$ cat config.mk
export PLATFORM = sky130hd
export DESIGN_NAME = smsb_bridge
export DESIGN_NICKNAME = d
export VERILOG_FILES = /design/src/smsb_bridge.v
export VERILOG_INCLUDE_DIRS = /design/src
export SDC_FILE = /design/constraint.sdc
export NUM_CORES = 1
export LEC_CHECK = 0
export BUFFER_PORTS_ARGS = -buffer_cell sky130_fd_sc_hd__buf_2
export CORE_ASPECT_RATIO = 1.25
export CORE_MARGIN = 2
export CORE_UTILIZATION = 35
export CTS_CLUSTER_SIZE = 10
export DETAILED_ROUTE_END_ITERATION = 10
export PLACE_DENSITY_LB_ADDON = 0.05
export SLEW_MARGIN = 10
export SYNTH_ARGS = -nofsm -noshare
export SYNTH_HDL_FRONTEND = slang
export SYNTH_SLANG_ARGS = --single-unit
$ cat constraint.sdc
create_clock -name clk -period 8.9 [get_ports clk]
set_input_delay 0.445 -clock clk [delete_from_list [all_inputs] [get_ports clk]]
set_output_delay 0.445 -clock clk [all_outputs]
set_load 0.01 [all_outputs]
$ cat src/smsb_regs.vh
// Purpose: constants for the serial mode select and bridge block
// Assumes: 40 MHz core clock
// Notes:   pin indices count from the lowest of the eight shared pins
//
// Behaviour
// - Pins become serial only with alternate byte FFh and code 000/010/011.
// - Code 000 gives hardware control; 010/011 use the mode pin.
// - Alternate byte 00h gives plain GPIO; mixed values disable everything.
// - Hardware control link: 9600 baud, 8N1, no flow control.
// - Hardware control lets the partner inspect EEPROM, I2C and GPIO state.
// - Emulation takes frame settings from config; CTS only when enabled, RTS always.
// - Entering emulation does system-open then TCP open, active or passive.
// - Active open connects to destination and port, reconnecting on close.
// - Passive open listens on the local port and accepts a peer.
// - Forward received data at 536 bytes or about 100 idle characters.
// - Network payloads are checked and stripped of headers before sending.
// - DTR# low after emulation init; high in hardware control.
// - RTS# low when receive space exists in emulation; low in control.
// - DSR# is ignored in every mode.

`ifndef SMSB_REGS_VH
`define SMSB_REGS_VH

`define SMSB_ALT_SERIAL 8'hFF
`define SMSB_ALT_GPIO   8'h00
`define SMSB_CFG_HWC    3'h0
`define SMSB_CFG_ACTIVE 3'h2
`define SMSB_CFG_PASSIV 3'h3

`define SMSB_CLK_HZ     40000000
`define SMSB_HWC_BAUD   9600
`define SMSB_PKT_BYTES  10'h218
`define SMSB_IDLE_CHARS 100
`define SMSB_CHAR_BITS  10
`define SMSB_GUARD_MS   100

`define SMSB_PIN_RXD  0
`define SMSB_PIN_TXD  1
`define SMSB_PIN_MODE 2
`define SMSB_PIN_CTS  4
`define SMSB_PIN_DSR  5
`define SMSB_PIN_RTS  6
`define SMSB_PIN_DTR  7

`endif

$ cat src/smsb_bridge.v
// Purpose: serial pin mux, mode select and serial/network byte bridge
// Assumes: network stack outside handles TCP; pins pass a 2-stage sync
// Notes:   FIFO of eight bytes sits between serial receive and network
`timescale 1ns/1ps
`include "smsb_regs.vh"

module smsb_fifo #(
  parameter WIDTH = 8,
  parameter DEPTH = 8,
  parameter AW    = 3
) (
  input  wire             clk,
  input  wire             rst,
  input  wire [WIDTH-1:0] s_data,
  input  wire             s_valid,
  output wire             s_ready,
  output reg  [WIDTH-1:0] m_data,
  output reg              m_valid,
  input  wire             m_ready,
  output wire             empty
);
  reg [WIDTH-1:0] mem [0:DEPTH-1];
  reg [AW-1:0]    wr_q;
  reg [AW-1:0]    rd_q;
  reg [AW:0]      cnt_q;
  wire            push;
  wire            pop;

  assign s_ready = (cnt_q != DEPTH[AW:0]);
  assign push    = s_valid & s_ready;
  // Output stage refills whenever it is free or being taken
  assign pop     = (cnt_q != {(AW+1){1'b0}}) & (~m_valid | m_ready);
  assign empty   = (cnt_q == {(AW+1){1'b0}}) & ~m_valid;

  always @(posedge clk)
  begin
    if (push)
      mem[wr_q] <= s_data;
  end

  always @(posedge clk)
  begin
    if (rst)
    begin
      wr_q    <= {AW{1'b0}};
      rd_q    <= {AW{1'b0}};
      cnt_q   <= {(AW+1){1'b0}};
      m_valid <= 1'b0;
      m_data  <= {WIDTH{1'b0}};
    end
    else
    begin
      if (push)
        wr_q <= wr_q + {{(AW-1){1'b0}}, 1'b1};
      if (pop)
      begin
        rd_q    <= rd_q + {{(AW-1){1'b0}}, 1'b1};
        m_data  <= mem[rd_q];
        m_valid <= 1'b1;
      end
      else if (m_ready)
        m_valid <= 1'b0;
      cnt_q <= cnt_q + {{AW{1'b0}}, push} - {{AW{1'b0}}, pop};
    end
  end
endmodule

module smsb_bridge #(
  parameter HWC_DIV  = (`SMSB_CLK_HZ + `SMSB_HWC_BAUD / 2) / `SMSB_HWC_BAUD,
  parameter HDR_LEN  = 8,
  parameter FIFO_DEP = 8
) (
  input  wire        clk,
  input  wire        rst,
  input  wire [7:0]  pin_i,
  output reg  [7:0]  pin_o_q,
  output reg  [7:0]  pin_oe_q,
  input  wire [7:0]  gpio_out,
  input  wire [7:0]  gpio_oe,
  output reg  [7:0]  gpio_in_q,
  input  wire [7:0]  pin_alternate_select,
  input  wire [2:0]  serial_config_code,
  input  wire [15:0] frame_baud_div,
  input  wire        frame_flow_en,
  input  wire [15:0] system_open_params,
  input  wire [15:0] dest_ip_high,
  input  wire [15:0] dest_ip_low,
  input  wire [15:0] local_port,
  output reg         mode_gpio_q,
  output reg         mode_hwc_q,
  output reg         mode_emu_q,
  output reg  [7:0]  hwc_rx_data_q,
  output reg         hwc_rx_valid_q,
  input  wire [7:0]  hwc_tx_data,
  input  wire        hwc_tx_valid,
  output reg         hwc_tx_ready_q,
  output reg         sys_open_req_q,
  output reg  [15:0] sys_open_arg_q,
  input  wire        sys_open_done,
  output reg         tcp_open_req_q,
  output reg         tcp_open_active_q,
  output reg  [31:0] tcp_dest_ip_q,
  output reg  [15:0] tcp_port_q,
  input  wire        conn_up,
  input  wire        conn_closed,
  output wire [7:0]  net_tx_data,
  output wire        net_tx_valid,
  input  wire        net_tx_ready,
  output reg         net_tx_flush_q,
  input  wire [7:0]  net_rx_data,
  input  wire        net_rx_valid,
  input  wire        net_rx_last,
  input  wire        net_rx_err,
  output reg         net_rx_ready_q
);
  localparam ST_IDLE  = 2'h0;
  localparam ST_SOPEN = 2'h1;
  localparam ST_TOPEN = 2'h2;
  localparam ST_UP    = 2'h3;
  localparam IDLE_INT = `SMSB_IDLE_CHARS * `SMSB_CHAR_BITS;
  localparam [9:0] IDLE_BITS = IDLE_INT[9:0];
  // RXD resets to its idle level so no false start follows reset
  localparam [7:0] SYNC_IDLE = 8'h01 << `SMSB_PIN_RXD;
  localparam [15:0] HWC_DIV16 = HWC_DIV[15:0];
  localparam [7:0] HDR8 = HDR_LEN[7:0];

  reg  [7:0]  sync1_q;
  reg  [7:0]  pin_s_q;
  reg  [1:0]  st_q;
  reg         init_done_q;
  reg  [15:0] tx_cnt_q;
  reg  [3:0]  tx_bit_q;
  reg  [9:0]  tx_sh_q;
  reg         tx_busy_q;
  reg  [7:0]  hold_q;
  reg         hold_v_q;
  reg  [7:0]  hdr_cnt_q;
  reg         drop_q;
  reg  [15:0] rx_cnt_q;
  reg  [3:0]  rx_bit_q;
  reg  [7:0]  rx_sh_q;
  reg         rx_busy_q;
  reg         rx_byte_q;
  reg  [15:0] idle_cnt_q;
  reg  [9:0]  idle_bits_q;
  reg  [9:0]  pkt_cnt_q;
  reg         flush_pend_q;
  wire        alt_ser;
  wire        cfg_ok;
  wire        ser_en;
  wire        mode_pin;
  wire        rxd;
  wire        cts_hi;
  wire [15:0] div;
  wire        tx_stall;
  wire        net_take;
  wire        hwc_take;
  wire        net_keep;
  wire        tx_load;
  wire        hold_next;
  wire        fifo_ready;
  wire        fifo_empty;
  wire        fifo_push;

  // Two flops on every pin before any logic looks at it
  always @(posedge clk)
  begin
    if (rst)
    begin
      sync1_q   <= SYNC_IDLE;
      pin_s_q   <= SYNC_IDLE;
      gpio_in_q <= 8'h00;
    end
    else
    begin
      sync1_q   <= pin_i;
      pin_s_q   <= sync1_q;
      gpio_in_q <= pin_s_q;
    end
  end

  assign mode_pin = pin_s_q[`SMSB_PIN_MODE];
  assign rxd      = pin_s_q[`SMSB_PIN_RXD];
  assign cts_hi   = pin_s_q[`SMSB_PIN_CTS];
  // DSR# pin is never read, in any mode
  assign alt_ser  = (pin_alternate_select == `SMSB_ALT_SERIAL);
  assign cfg_ok   = (serial_config_code == `SMSB_CFG_HWC) |
                    (serial_config_code == `SMSB_CFG_ACTIVE) |
                    (serial_config_code == `SMSB_CFG_PASSIV);
  assign ser_en   = alt_ser & cfg_ok;

  always @(posedge clk)
  begin
    if (rst)
    begin
      mode_gpio_q <= 1'b0;
      mode_hwc_q  <= 1'b0;
      mode_emu_q  <= 1'b0;
    end
    else
    begin
      mode_gpio_q <= (pin_alternate_select == `SMSB_ALT_GPIO);
      mode_hwc_q  <= ser_en &
        ((serial_config_code == `SMSB_CFG_HWC) | mode_pin);
      mode_emu_q  <= ser_en & ~mode_pin &
        (serial_config_code != `SMSB_CFG_HWC);
    end
  end

  // Fixed 9600 baud in control mode, programmed divider otherwise
  assign div = mode_hwc_q ? HWC_DIV16 : frame_baud_div;

  // Connection bring-up
  always @(posedge clk)
  begin
    if (rst)
    begin
      st_q              <= ST_IDLE;
      init_done_q       <= 1'b0;
      sys_open_req_q    <= 1'b0;
      sys_open_arg_q    <= 16'h0000;
      tcp_open_req_q    <= 1'b0;
      tcp_open_active_q <= 1'b0;
      tcp_dest_ip_q     <= 32'h00000000;
      tcp_port_q        <= 16'h0000;
    end
    else
    begin
      sys_open_req_q <= 1'b0;
      tcp_open_req_q <= 1'b0;
      case (st_q)
        ST_IDLE:
        begin
          init_done_q <= 1'b0;
          if (mode_emu_q)
          begin
            st_q           <= ST_SOPEN;
            sys_open_req_q <= 1'b1;
            sys_open_arg_q <= system_open_params;
          end
        end
        ST_SOPEN:
          if (sys_open_done)
          begin
            st_q              <= ST_TOPEN;
            init_done_q       <= 1'b1;
            tcp_open_req_q    <= 1'b1;
            tcp_open_active_q <=
              (serial_config_code == `SMSB_CFG_ACTIVE);
            tcp_dest_ip_q     <= {dest_ip_high, dest_ip_low};
            tcp_port_q        <= local_port;
          end
        ST_TOPEN:
          if (conn_up)
            st_q <= ST_UP;
        ST_UP:
          if (conn_closed)
          begin
            // Active side redials, passive side listens again
            st_q           <= ST_TOPEN;
            tcp_open_req_q <= 1'b1;
          end
        default:
          st_q <= ST_IDLE;
      endcase
      if (!mode_emu_q)
        st_q <= ST_IDLE;
    end
  end

  // Transmit path: one holding byte fed by either source
  assign tx_stall  = mode_emu_q & frame_flow_en & cts_hi;
  assign tx_load   = hold_v_q & ~tx_busy_q & ~tx_stall;
  assign hwc_take  = hwc_tx_valid & hwc_tx_ready_q;
  assign net_take  = net_rx_valid & net_rx_ready_q;
  assign net_keep  = net_take & (hdr_cnt_q >= HDR8) & ~drop_q &
                     ~(hdr_cnt_q == 8'h00 & net_rx_err);
  assign hold_next = (hold_v_q & ~tx_load) | hwc_take | net_keep;

  always @(posedge clk)
  begin
    if (rst)
    begin
      hold_q         <= 8'h00;
      hold_v_q       <= 1'b0;
      hwc_tx_ready_q <= 1'b0;
      net_rx_ready_q <= 1'b0;
      hdr_cnt_q      <= 8'h00;
      drop_q         <= 1'b0;
    end
    else
    begin
      hold_v_q       <= hold_next;
      hwc_tx_ready_q <= mode_hwc_q & ~hold_next;
      net_rx_ready_q <= mode_emu_q & ~hold_next;
      if (hwc_take)
        hold_q <= hwc_tx_data;
      else if (net_keep)
        hold_q <= net_rx_data;
      if (net_take)
      begin
        // A bad payload, flagged on its first byte, is dropped whole
        if (hdr_cnt_q == 8'h00)
          drop_q <= net_rx_err;
        if (hdr_cnt_q != 8'hFF)
          hdr_cnt_q <= hdr_cnt_q + 8'h01;
        if (net_rx_last)
        begin
          hdr_cnt_q <= 8'h00;
          drop_q    <= 1'b0;
        end
      end
    end
  end

  always @(posedge clk)
  begin
    if (rst)
    begin
      tx_cnt_q  <= 16'h0000;
      tx_bit_q  <= 4'h0;
      tx_sh_q   <= 10'h3FF;
      tx_busy_q <= 1'b0;
    end
    else if (tx_load)
    begin
      tx_sh_q   <= {1'b1, hold_q, 1'b0};
      tx_busy_q <= 1'b1;
      tx_bit_q  <= 4'h0;
      tx_cnt_q  <= div - 16'h0001;
    end
    else if (tx_busy_q)
    begin
      if (tx_cnt_q == 16'h0000)
      begin
        tx_cnt_q <= div - 16'h0001;
        tx_sh_q  <= {1'b1, tx_sh_q[9:1]};
        tx_bit_q <= tx_bit_q + 4'h1;
        if (tx_bit_q == 4'h9)
          tx_busy_q <= 1'b0;
      end
      else
        tx_cnt_q <= tx_cnt_q - 16'h0001;
    end
  end

  // Receive path: sample mid-bit, stop bit must be high
  always @(posedge clk)
  begin
    if (rst)
    begin
      rx_cnt_q       <= 16'h0000;
      rx_bit_q       <= 4'h0;
      rx_sh_q        <= 8'h00;
      rx_busy_q      <= 1'b0;
      rx_byte_q      <= 1'b0;
      hwc_rx_data_q  <= 8'h00;
      hwc_rx_valid_q <= 1'b0;
    end
    else
    begin
      rx_byte_q      <= 1'b0;
      hwc_rx_valid_q <= 1'b0;
      if (!rx_busy_q)
      begin
        if (!rxd && (mode_hwc_q || mode_emu_q))
        begin
          rx_busy_q <= 1'b1;
          rx_bit_q  <= 4'h0;
          rx_cnt_q  <= {1'b0, div[15:1]};
        end
      end
      else if (rx_cnt_q != 16'h0000)
        rx_cnt_q <= rx_cnt_q - 16'h0001;
      else
      begin
        rx_cnt_q <= div - 16'h0001;
        rx_bit_q <= rx_bit_q + 4'h1;
        if (rx_bit_q == 4'h0 && rxd)
          rx_busy_q <= 1'b0;
        else if (rx_bit_q == 4'h9)
        begin
          rx_busy_q <= 1'b0;
          if (rxd)
          begin
            rx_byte_q      <= mode_emu_q;
            hwc_rx_valid_q <= mode_hwc_q;
            hwc_rx_data_q  <= rx_sh_q;
          end
        end
        else if (rx_bit_q != 4'h0)
          rx_sh_q <= {rxd, rx_sh_q[7:1]};
      end
    end
  end

  // Bytes arriving with the FIFO full are lost; RTS# warns the sender
  assign fifo_push = rx_byte_q & fifo_ready;

  smsb_fifo #(
    .WIDTH (8),
    .DEPTH (FIFO_DEP),
    .AW    (3)
  ) u_fifo (
    .clk     (clk),
    .rst     (rst),
    .s_data  (rx_sh_q),
    .s_valid (rx_byte_q),
    .s_ready (fifo_ready),
    .m_data  (net_tx_data),
    .m_valid (net_tx_valid),
    .m_ready (net_tx_ready),
    .empty   (fifo_empty)
  );

  // Packet boundary: full segment or a quiet line
  always @(posedge clk)
  begin
    if (rst)
    begin
      idle_cnt_q     <= 16'h0000;
      idle_bits_q    <= 10'h000;
      pkt_cnt_q      <= 10'h000;
      flush_pend_q   <= 1'b0;
      net_tx_flush_q <= 1'b0;
    end
    else
    begin
      net_tx_flush_q <= 1'b0;
      if (fifo_push || rx_busy_q || !mode_emu_q)
      begin
        idle_cnt_q  <= 16'h0000;
        idle_bits_q <= 10'h000;
      end
      else if (idle_cnt_q >= div - 16'h0001)
      begin
        idle_cnt_q <= 16'h0000;
        if (idle_bits_q != IDLE_BITS)
          idle_bits_q <= idle_bits_q + 10'h001;
      end
      else
        idle_cnt_q <= idle_cnt_q + 16'h0001;
      // Wait until every counted byte has left the FIFO
      if (flush_pend_q && fifo_empty)
      begin
        flush_pend_q   <= 1'b0;
        net_tx_flush_q <= 1'b1;
      end
      // A boundary in the same cycle wins, so its request stays pending
      if (fifo_push)
      begin
        if (pkt_cnt_q + 10'h001 == `SMSB_PKT_BYTES)
        begin
          pkt_cnt_q    <= 10'h000;
          flush_pend_q <= 1'b1;
        end
        else
          pkt_cnt_q <= pkt_cnt_q + 10'h001;
      end
      else if (idle_bits_q == IDLE_BITS && pkt_cnt_q != 10'h000)
      begin
        pkt_cnt_q    <= 10'h000;
        flush_pend_q <= 1'b1;
      end
    end
  end

  // Pin drive per mode
  always @(posedge clk)
  begin
    if (rst)
    begin
      pin_o_q  <= 8'h00;
      pin_oe_q <= 8'h00;
    end
    else if (mode_gpio_q)
    begin
      pin_o_q  <= gpio_out;
      pin_oe_q <= gpio_oe;
    end
    else if (mode_hwc_q || mode_emu_q)
    begin
      pin_o_q <= 8'h00;
      pin_o_q[`SMSB_PIN_TXD] <= tx_sh_q[0];
      pin_o_q[`SMSB_PIN_DTR] <= ~(mode_emu_q & init_done_q);
      pin_o_q[`SMSB_PIN_RTS] <= mode_emu_q & ~fifo_ready;
      pin_oe_q <= 8'h00;
      pin_oe_q[`SMSB_PIN_TXD] <= 1'b1;
      pin_oe_q[`SMSB_PIN_DTR] <= 1'b1;
      pin_oe_q[`SMSB_PIN_RTS] <= 1'b1;
    end
    else
    begin
      pin_o_q  <= 8'h00;
      pin_oe_q <= 8'h00;
    end
  end
endmodule

==> results of run 1 <==
==> cells in the mapped netlist (6+ instances only) <==
cell type	number	share of area [%]
ha_1	41	3.7
a211o_1	9	0.57
a21oi_1	123	4.4
nand2_1	227	6.1
a311oi_1	9	0.57
clkbuf_1	59	1.6
and3_1	10	0.45
nand3_1	44	1.6
o211ai_1	6	0.32
a22oi_1	7	0.38
or3_1	18	0.81
nor4_1	14	0.63
o31ai_1	9	0.49
buf_1	6	0.16
or2_2	9	0.41
and2_1	15	0.68
mux4_2	16	2.6
nand4_1	13	0.59
nand2b_1	12	0.54
inv_1	48	1.3
xnor2_1	32	2.0
mux2i_1	28	2.0
o21ai_0	40	1.4
nor3_1	38	1.4
nor2_1	162	4.4
edfxtp_1	64	14
xor2_1	21	1.3
dfxtp_1	259	37
nor2b_1	29	1.3
or4_1	7	0.38
a31oi_1	15	0.68
a211oi_1	19	1.0
==> sequential cells by signal, indices dropped and copies added (netlist names), 4 cells and up <==
signal          count
u_fifo.mem         64
tcp_dest_ip_q      32
idle_cnt_q         16
rx_cnt_q           16
sys_open_arg_q     16
tcp_port_q         16
tx_cnt_q           16
idle_bits_q        10
pkt_cnt_q          10
tx_sh_q             9
gpio_in_q           8
hdr_cnt_q           8
hold_q              8
hwc_rx_data_q       8
pin_o_q             8
pin_oe_q            8
pin_s_q             8
rx_sh_q             8
sync1_q             8
u_fifo.m_data       8
rx_bit_q            4
tx_bit_q            4
u_fifo.cnt_q        4
==> power by group through the flow <==
stage / logic, mW / clock network (mW) / registers (mW)
5_1_grt: 0.390 / 1.57 / 1.56
6_report: 0.343 / 1.47 / 1.56
3_5_place_dp: 0.351 / 0 / 1.59
3_3_place_gp: 0.348 / 0 / 1.59
4_1_cts: 0.353 / 1.52 / 1.56
2_1_floorplan: 0.238 / 0 / 1.58
==> how the worst max path moves through the flow <==
stage / end / start
6_report: idle_bits_q[7]$_SDFFE_PP0P_ / mode_hwc_q$_SDFF_PP0_
5_1_grt: idle_bits_q[9]$_SDFFE_PP0P_ / mode_hwc_q$_SDFF_PP0_
4_1_cts: idle_bits_q[7]$_SDFFE_PP0P_ / mode_hwc_q$_SDFF_PP0_
3_5_place_dp: idle_bits_q[7]$_SDFFE_PP0P_ / frame_baud_div[10]
3_3_place_gp: idle_bits_q[7]$_SDFFE_PP0P_ / frame_baud_div[10]
2_1_floorplan: idle_bits_q[8]$_SDFFE_PP0P_ / mode_hwc_q$_SDFF_PP0_
==> layer usage <==
metal	share of wire, %	global-route usage, %
met1	44	23.4
met2	48	32.6
met3	6.2	4.58
met4	2.3	5.54
met5	0	0
==> cells by family after synthesis <==
family,count (synthesis),synth area share [%]
DFF,323,51.2
xor gates and xnor gates,53,3.35
adders and majority gates,42,3.84
AOI/OAI and AO/OA,270,12.1
muxes,46,4.78
and+or+nand+nor,625,21.3
buffers and inverters,121,3.42
==> final cells by class <==
cell class / count / area, um2 / share of cell area, %
Timing Repair Buffer: 269 / 1390 / 8.26
Tap cell: 498 / 623 / 3.72
Sequential cell: 323 / 7110 / 42.4
Multi-Input combinational cell: 1036 / 6310 / 37.7
Clock inverter: 4 / 85.1 / 0.508
Inverter: 49 / 184 / 1.10
Clock buffer: 57 / 1060 / 6.35
==> results.yml, run 1 <==
clocking:
  cts-root-buf: "clkbuf_16"
  ctsResizeCount: 0
  cts_sinks: 323
  ctsHoldBuffers: 0
  cts_setup_buffers: 0
  cts_tree: "yes"
  cts_max_level: 2
  cts_max_path_buffers: 3
  cts.clk_slew.worst_paths_ns: 0.06
  clkLatencyLatePin_ns: 0.54
  numCtsBuffers: 39
critical_path:
  r2r_cells: 15
  rr_endpoint: "idle_bits_q[7]$_SDFFE_PP0P_"
  crit_cells: 15
  crit_path_frequent_cell: "nor2_1"
  cp-end-kind: "flip-flop"
  worst-r2r-setup-slack_ns: 4.64
  cp_data_required_time_ns: 9.37
  crit_buf_inv: 1
  max_stage_delay_ns: 0.58
  start_kind: "flip-flop"
  cpLargestDelayFamily: "simple AND/OR/NAND/NOR gates"
  crit_chain: "nor2_1 -> ha_1 -> nand3_1 -> nor3_1 -> xnor2_1 -> nor2_1 -> inv_1 -> ha_1 -> nand2_1 -> o21ai_0 -> nor2_1 -> nor2_1 -> nand2_1 -> or4_1 -> a21oi_1"
  cp_max_fo: 19
  crit_slowest_cell: "or4_1"
  path_class: "reg -> reg"
  arrival_ns: 4.73
  r2r_start: "mode_hwc_q$_SDFF_PP0_"
logic_synthesis:
  syn_area_mm2: 0.0139
  yosys_warnings: 0
  synth_edf_count: 64
  ys_seq_area_share_pct: 51.2
  async_reset_ff_share_pct: 0
  syn_avg_cell_area_um2: 9.37
  ys_ff_latch: 323
  syn_nets: 1664
  syn_inst: 1480
  synth_ff_type: "dfxtp_1"
  synthDistinctLibCells: 74
detailed_routing:
  viasPerCell: 5.10
  drt_iter0_markers: 546
  wl_per_cell_um: 17.4
  vias: 11400
  dr.pass1.iters: 5
  remaining_drc_errors: 0
  ant_nets: 0
  wirelength_mm: 38.9
placement:
  port_buffers: 256
  gp_routability_congestion: 0.831
  dpl_worst_slack_ns: 4.73
  placedCellCount: 2175
  dp_hpwl_mm: 27.5
  dpl-instance-area_mm2: 0.0156
floorplan:
  initial_core_util_pct: 35.5
  core_region_area_mm2: 0.0391
  rows: 81
  ioPinCount: 257
  die_width_um: 182
  die_height_um: 227
  dieArea_mm2: 0.0413
final_layout:
  area_growth_pct: 20.8
  fin_nets: 1902
  final_common_cell: "dfxtp_1"
  drive_above_1_share_pct: 20.7
  diodes: 0
  stdcell_area_mm2: 0.0168
  num-fill-cells: 3924
  utilization_pct: 42.8
  fin_cells: 2236
  layout_common_cells: "259 x dfxtp_1, 255 x buf_2, 227 x nand2_1"
power:
  clkPwrFrac_pct: 43.5
  leakagePower_nw: 6.54
  power_density_mw_per_mm2: 201
  seqPwrFrac_pct: 46.3
  ir_worst_vdd_v: 0.000160
  swShare_pct: 24.4
  p_switching_uw: 823
  combPwrFrac_pct: 10.2
  p_total_mw: 3.37
  p_int_mw: 2.54
timing:
  finalHoldViolations: 0
  clock_skew_ns: 0.0150
  layout_worst_path_cycle_share_pct: 47.9
  hold_ws_ns: 0.0825
  max_freq_mhz: 235
  slew_headroom_pct: 26.1
  drv_slew: 0
  fin_ws_ns: 4.64
  worst_pin_slew_ns: 1.10
  setup_viol_count_final: 0
  layout_min_cycle_time_ns: 4.26
  fin_setup_tns_ns: 0
  rsz0062_at_grt: "no"
min_path:
  hold_depth: 2
  min_to: "mode_gpio_q$_SDFF_PP0_"
  min_from: "pin_alternate_select[1]"
  hold_path.class: "in -> reg"
global_route:
  grt_max_degree: 64
  grt_pass1_vias: 11400
  grt_first_pass_wirelength_mm: 62.2
  grt-ovfl-total: 0
  antenna_found_initial: 0
  gr-usage-all-layers_pct: 18.9
status:
  status: "complete, no violations"
run:
  maxCapViolations: 0
(Power assumes the default switching activity.)
==> run 2, diff against run 1 <==
--- a/config.mk
+++ b/config.mk
@@ -6,6 +6,7 @@
 export SDC_FILE = /design/constraint.sdc
 export NUM_CORES = 1
 export LEC_CHECK = 0
+export ABC_AREA = 1
 export BUFFER_PORTS_ARGS = -buffer_cell sky130_fd_sc_hd__buf_2
 export CORE_ASPECT_RATIO = 1.25
 export CORE_MARGIN = 2
==> constraint.sdc (replaced) <==
create_clock -name clk -period 3.7 [get_ports clk]
set_input_delay 0.185 -clock clk [delete_from_list [all_inputs] [get_ports clk]]
set_output_delay 0.185 -clock clk [all_outputs]
set_load 0.01 [all_outputs]
==> run 2 against run 1 <==
Compared with the run above: die area rose by 7.2%; count of clock-buffer cells in the layout fell by 1; total power rose by 150%; clock skew fell by 0.0063 ns; via count rose by 18%; highest routed layer is now met5.
==> results.yml, run 2 <==
status:
  status: "complete, no violations"
critical_path:
  r2r_cells: 16
  path_class: "reg -> reg"
  cp-end-kind: "flip-flop"
  crit_chain: "inv_6 -> nand2_1 -> nor2_1 -> nand2_1 -> nor2_4 -> nand2_1 -> xor2_1 -> inv_1 -> ha_1 -> nand2_1 -> inv_1 -> o21bai_1 -> nand2_1 -> a21oi_1 -> nand4_2 -> nor3b_1"
  cp_max_fo: 16
  rr_endpoint: "idle_cnt_q[15]$_SDFF_PP0_"
  start_kind: "flip-flop"
  worst-r2r-setup-slack_ns: 0.39
  crit_slowest_cell: "dfxtp_1"
  arrival_ns: 3.75
  cp_data_required_time_ns: 4.15
  max_stage_delay_ns: 0.47
  r2r_start: "mode_hwc_q$_SDFF_PP0_"
  crit_path_frequent_cell: "nand2_1"
timing:
  layout_min_cycle_time_ns: 3.31
  slew_headroom_pct: 36.0
  clock_skew_ns: 0.00871
  max_freq_mhz: 302
  finalHoldViolations: 0
  fin_setup_tns_ns: 0
  rsz0062_at_grt: "no"
  setup_viol_count_final: 0
  layout_worst_path_cycle_share_pct: 89.4
  drv_slew: 0
  fin_ws_ns: 0.392
  worst_pin_slew_ns: 0.958
logic_synthesis:
  ys_seq_area_share_pct: 47.7
  yosys.area.top_type: "dfxtp_1"
  syn_area_mm2: 0.0149
  syn_nets: 2067
  synthDistinctLibCells: 54
  async_reset_ff_share_pct: 0
  synth_edf_count: 64
  syn_inst: 1883
  synth_area_leaders: "dfxtp_1 35%, edfxtp_1 13%, nor2_1 6.7%"
  syn_avg_cell_area_um2: 7.91
  synth_ff_type: "dfxtp_1"
  synth_most_common_cell: "nor2_1"
  synthTopCellsByCount: "265 x nor2_1, 262 x nand2_1, 259 x dfxtp_1"
  synth.top_cell.area_share_pct: 34.8
  ys_ff_latch: 323
  yosys_warnings: 0
final_layout:
  layout_common_cells: "265 x nor2_1, 262 x nand2_1, 259 x dfxtp_1"
  multi_input_area_mm2: 0.00645
  area_growth_pct: 27.2
  largest-register: "u_fifo.mem"
  reg_top3: "u_fifo.mem x64, tcp_dest_ip_q x32"
  seq_area_mm2: 0.00711
  num-fill-cells: 4268
  fin_nets: 2420
  drive_above_1_share_pct: 17.6
  final_common_cell: "nor2_1"
  utilization_pct: 45.1
  largest_reg_flops: 64
detailed_routing:
  wl_per_cell_um: 15.7
  highest_layer: "met5"
  drt_iter0_markers: 549
  dr.pass1.iters: 5
  remaining_drc_errors: 0
  dr_wl_met2_mm: 21.4
  wl_met3_mm: 3.11
  wirelength_met1_mm: 18.8
  viasPerCell: 4.79
  vias: 13500
  ant_nets: 0
  wirelength_mm: 44.2
min_path:
  hold_depth: 3
  min_from: "dest_ip_low[0]"
  min_to: "tcp_dest_ip_q[0]$_SDFFE_PP0P_"
  hold_path.class: "in -> reg"
power:
  leakagePower_nw: 8.45
  ir_worst_vdd_v: 0.000310
  power_density_mw_per_mm2: 438
floorplan:
  initial_core_util_pct: 35.4
  dieArea_mm2: 0.0442
  die_height_um: 235
  rows: 84
  core_region_area_mm2: 0.0420
  die_width_um: 189
  ioPinCount: 257
placement:
  dpl_worst_slack_ns: 0.390
  gp_routability_congestion: 0.833
  port_buffers: 256
  dp_hpwl_mm: 31.7
clocking:
  cts_sinks: 323
  cts.clk_slew.worst_paths_ns: 0.06
  clkLatencyLatePin_ns: 0.54
  cts_tree: "yes"
  cts_max_path_buffers: 3
  numCtsBuffers: 39
  cts-root-buf: "clkbuf_16"
  cts_max_level: 2
global_route:
  antenna_found_initial: 3
  gr-usage-all-layers_pct: 19.9
  grt_pass1_vias: 13500
  grt_max_degree: 59
  grt_first_pass_wirelength_mm: 70.9
  grt-ovfl-total: 0
run:
  maxCapViolations: 0
-- run 2: cell count changes after synthesis, sizes merged, moves of 28 or more --
cell | previous run | this run
inv | 49 | 264
o21ai | 40 | 167
nor2 | 162 | 288
nand3 | 44 | 108
nand2 | 228 | 281
nor2b | 29 | 0
mux2i | 28 | 0
-- run 2: worst max path at each step --
stage	slack (ns)	end	from
after global routing	0.02	idle_cnt_q[15]$_SDFF_PP0_	mode_hwc_q$_SDFF_PP0_
final	0.39	idle_cnt_q[15]$_SDFF_PP0_	mode_hwc_q$_SDFF_PP0_
after global placement	0.57	idle_cnt_q[15]$_SDFF_PP0_	mode_hwc_q$_SDFF_PP0_
after CTS	0.36	idle_cnt_q[3]$_SDFF_PP0_	mode_hwc_q$_SDFF_PP0_
after detailed placement	0.39	idle_cnt_q[3]$_SDFF_PP0_	mode_hwc_q$_SDFF_PP0_
after floorplan	1.04	idle_bits_q[0]$_SDFFE_PP0P_	mode_hwc_q$_SDFF_PP0_
-- run 2: cells by family (layout without fill, tap and decap cells) --
group | count (synthesis) | after routing | synth area share, %
XOR/XNOR | 40 | 40 | 2.50
buffers and inverters | 339 | 711 | 9.05
AND/OR/NAND/NOR | 757 | 757 | 22.9
AO/OA/AOI/OAI | 382 | 382 | 14.2
flip-flops | 323 | 323 | 47.7
other | 0 | 1 | 0
adder cells (fa/ha/maj) | 42 | 42 | 3.58
-- run 2: area by class of cell --
cell class | instances | area share, %
Tap cell | 559 | 3.69
Sequential cell | 323 | 37.5
Clock inverter | 4 | 0.185
Timing Repair Buffer | 382 | 13.3
Clock buffer | 56 | 5.82
Inverter | 269 | 5.37
Multi-Input combinational cell | 1221 | 34.1
Antenna cell | 1 | 0.0132
-- run 2: metrics by stage --
| stage | area (um2) | total power [mW] | hold slack (ns) | std cells |
|---|---|---|---|---|
| 2_1_floorplan | 14900 | 4.39 | 0.289 | 1883 |
| 3_3_place_gp | 16700 | 4.75 | 0.376 | 2641 |
| 3_5_place_dp | 16700 | 4.77 | 0.377 | 2641 |
| 4_1_cts | 18900 | 8.44 | 0.0340 | 2814 |
| 5_1_grt | 18900 | 8.71 | 0.0667 | 2815 |
| 6_report | 18900 | 8.29 | 0.0445 | 2815 |
-- run 2: power by group --
| group | leakage [nW] | internal, mW | total [mW] | switching, mW |
|---|---|---|---|---|
| combinational | 5.22 | 0.413 | 1.06 | 0.644 |
| sequential | 2.67 | 3.66 | 3.70 | 0.0377 |
| clock | 0.557 | 2.06 | 3.54 | 1.48 |
-- run 2: critical path: cells and delay by family, from the launching register on --
kind / cells / cell delay (ns)
AO/OA/AOI/OAI: 2 / 0.32
XOR/XNOR: 1 / 0.28
flip-flops: 1 / 0.47
adder cells (fa/ha/maj): 1 / 0.30
buffers and inverters: 3 / 0.41
AND/OR/NAND/NOR: 9 / 1.44
-- run 2: layer usage --
metal  GRT usage (%)  vias up
met5               0        -
met4            5.33        2
met3            5.56       61
met2            35.0      375
met1            23.6     6202
li1                -     6853
-- run 2: timing repair --
item,4_1_cts,5_1_grt
setup buffers,0,0
gates resized for setup,0,0
endpoints found under the hold margin,101,0
hold buffers,113,0
endpoints found under the setup margin,0,0
==> run 3, diff against run 2 <==
==> constraint.sdc (replaced) <==
create_clock -name clk -period 4 [get_ports clk]
set_input_delay 0.2 -clock clk [delete_from_list [all_inputs] [get_ports clk]]
set_output_delay 0.2 -clock clk [all_outputs]
set_load 0.01 [all_outputs]
==> run 3 against run 2 <==
Compared with the run above: cell count fell by 0.18%; global-route usage fell by 0.21 points; sequential cell count did not move; critical path type unchanged.
==> results.yml, run 3 (synthesis results as in run 2) <==
global_route:
  antenna_found_initial: 1
  grt_max_degree: 99
  grt_first_pass_wirelength_mm: 70.3
  grt_pass1_vias: 13400
  gr-usage-all-layers_pct: 19.6
  grt-ovfl-total: 0
floorplan:
  core_region_area_mm2: 0.0420
  rows: 84
  ioPinCount: 257
  initial_core_util_pct: 35.4
  dieArea_mm2: 0.0442
  die_height_um: 235
  die_width_um: 189
min_path:
  hold_path.class: "in -> reg"
  hold_depth: 3
detailed_routing:
  viasPerCell: 4.77
  ant_nets: 0
  drt_iter0_markers: 481
  remaining_drc_errors: 0
  dr.pass1.iters: 5
  wirelength_mm: 43.7
  vias: 13400
  wl_per_cell_um: 15.6
run:
  maxCapViolations: 0
clocking:
  numCtsBuffers: 39
  cts-root-buf: "clkbuf_16"
  cts.clk_slew.worst_paths_ns: 0.06
  ctsHoldBuffers: 109
  cts_tree: "yes"
  cts_max_level: 2
  cts_max_path_buffers: 3
  cts_setup_buffers: 0
  cts_sinks: 323
  clkLatencyLatePin_ns: 0.54
  ctsResizeCount: 0
critical_path:
  path_class: "reg -> reg"
  arrival_ns: 3.72
  cp-startpoint: "mode_hwc_q$_SDFF_PP0_"
  cp-endpoint: "idle_cnt_q[3]$_SDFF_PP0_"
  cp_max_fo: 16
  cp-end-kind: "flip-flop"
  worst-r2r-setup-slack_ns: 0.73
  r2r_cells: 14
  cp_data_required_time_ns: 4.45
  r2r_start: "mode_hwc_q$_SDFF_PP0_"
  start_kind: "flip-flop"
  rr_endpoint: "idle_cnt_q[3]$_SDFF_PP0_"
final_layout:
  fin_nets: 2414
  utilization_pct: 44.8
  fin_cells: 2810
  layout_common_cells: "265 x nor2_1, 262 x nand2_1, 259 x dfxtp_1"
  reg_top3: "u_fifo.mem x64, tcp_dest_ip_q x32"
  num-fill-cells: 4349
  seq_area_mm2: 0.00711
  largest-register: "u_fifo.mem"
  final_common_cell: "nor2_1"
  drive_above_1_share_pct: 17.5
  multi_input_area_mm2: 0.00645
  area_growth_pct: 26.6
  stdcell_area_mm2: 0.0189
  diodes: 0
  largest_reg_flops: 64
power:
  p_total_mw: 7.59
  leakagePower_nw: 8.41
  ir_worst_vdd_v: 0.000305
  power_density_mw_per_mm2: 403
timing:
  hold_ws_ns: 0.0192
  rsz0062_at_grt: "no"
  drv_slew: 0
  worst_pin_slew_ns: 0.961
  clock_skew_ns: 0.0192
  slew_headroom_pct: 35.9
  fin_setup_tns_ns: 0
  setup_viol_count_final: 0
  layout_min_cycle_time_ns: 3.27
  fin_ws_ns: 0.731
  finalHoldViolations: 0
  max_freq_mhz: 306
  layout_worst_path_cycle_share_pct: 81.7
placement:
  placedCellCount: 2639
  dpl_worst_slack_ns: 0.719
  dp_hpwl_mm: 31.6
  port_buffers: 256
  gp_routability_congestion: 0.846
  dpl-instance-area_mm2: 0.0166
status:
  status: "complete, no violations"
## run 3: cell types whose count changed in the layout (fill, tap and decap cells not counted), sizes merged
cell	delta
diode	-1
buf	-2
clkinv	+2
dlygate4sd3	-4
## run 3: where the power goes
group          internal [mW]  switching [mW]  total, mW
Clock                   1.82            1.38       3.20
Sequential              3.38          0.0344       3.42
Combinational          0.381           0.596      0.977
## run 3: worst max-delay path: stages, from the launching register on
cell	delay, ns
dfxtp_1	0.47
nor2_2	0.32
ha_1	0.26
nand3_2	0.14
inv_1	0.10
nand2_1	0.11
nor2_2	0.14
xor2_2	0.21
ha_1	0.28
nand2_1	0.07
o21bai_1	0.10
nand2_1	0.07
a21oi_1	0.20
nand4_2	0.39
nor3b_1	0.31
## run 3: layout make-up
| cell class | count | share of cell area, % |
|---|---|---|
| tap | 559 | 3.71 |
| sequential | 323 | 37.7 |
| multi-input combinational | 1221 | 34.2 |
| timing repair buffer | 376 | 13.0 |
| inverter | 269 | 5.40 |
| clock buffer | 56 | 5.57 |
| clock inverter | 6 | 0.372 |
## run 3: how the worst min path moves through the flow
stage / from / endpoint / slack (ns)
4_1_cts: local_port[15] / tcp_port_q[15]$_SDFFE_PP0P_ / 0.005
3_5_place_dp: sync1_q[2]$_SDFF_PP0_ / pin_s_q[2]$_SDFF_PP0_ / 0.39
2_1_floorplan: pin_i[0] / sync1_q[0]$_SDFF_PP1_ / 0.30
5_1_grt: local_port[15] / tcp_port_q[15]$_SDFFE_PP0P_ / 0.03
3_3_place_gp: pin_i[0] / sync1_q[0]$_SDFF_PP1_ / 0.39
6_report: local_port[15] / tcp_port_q[15]$_SDFFE_PP0P_ / 0.02
## run 3: metal layers
layer / routed length, um / GRT usage (%) / vias up
li1: - / - / 6844
met1: 18700 / 23.2 / 6161
met2: 21500 / 35.5 / 338
met3: 2770 / 4.87 / 49
met4: 745 / 4.90 / 0
met5: 0 / 0 / -
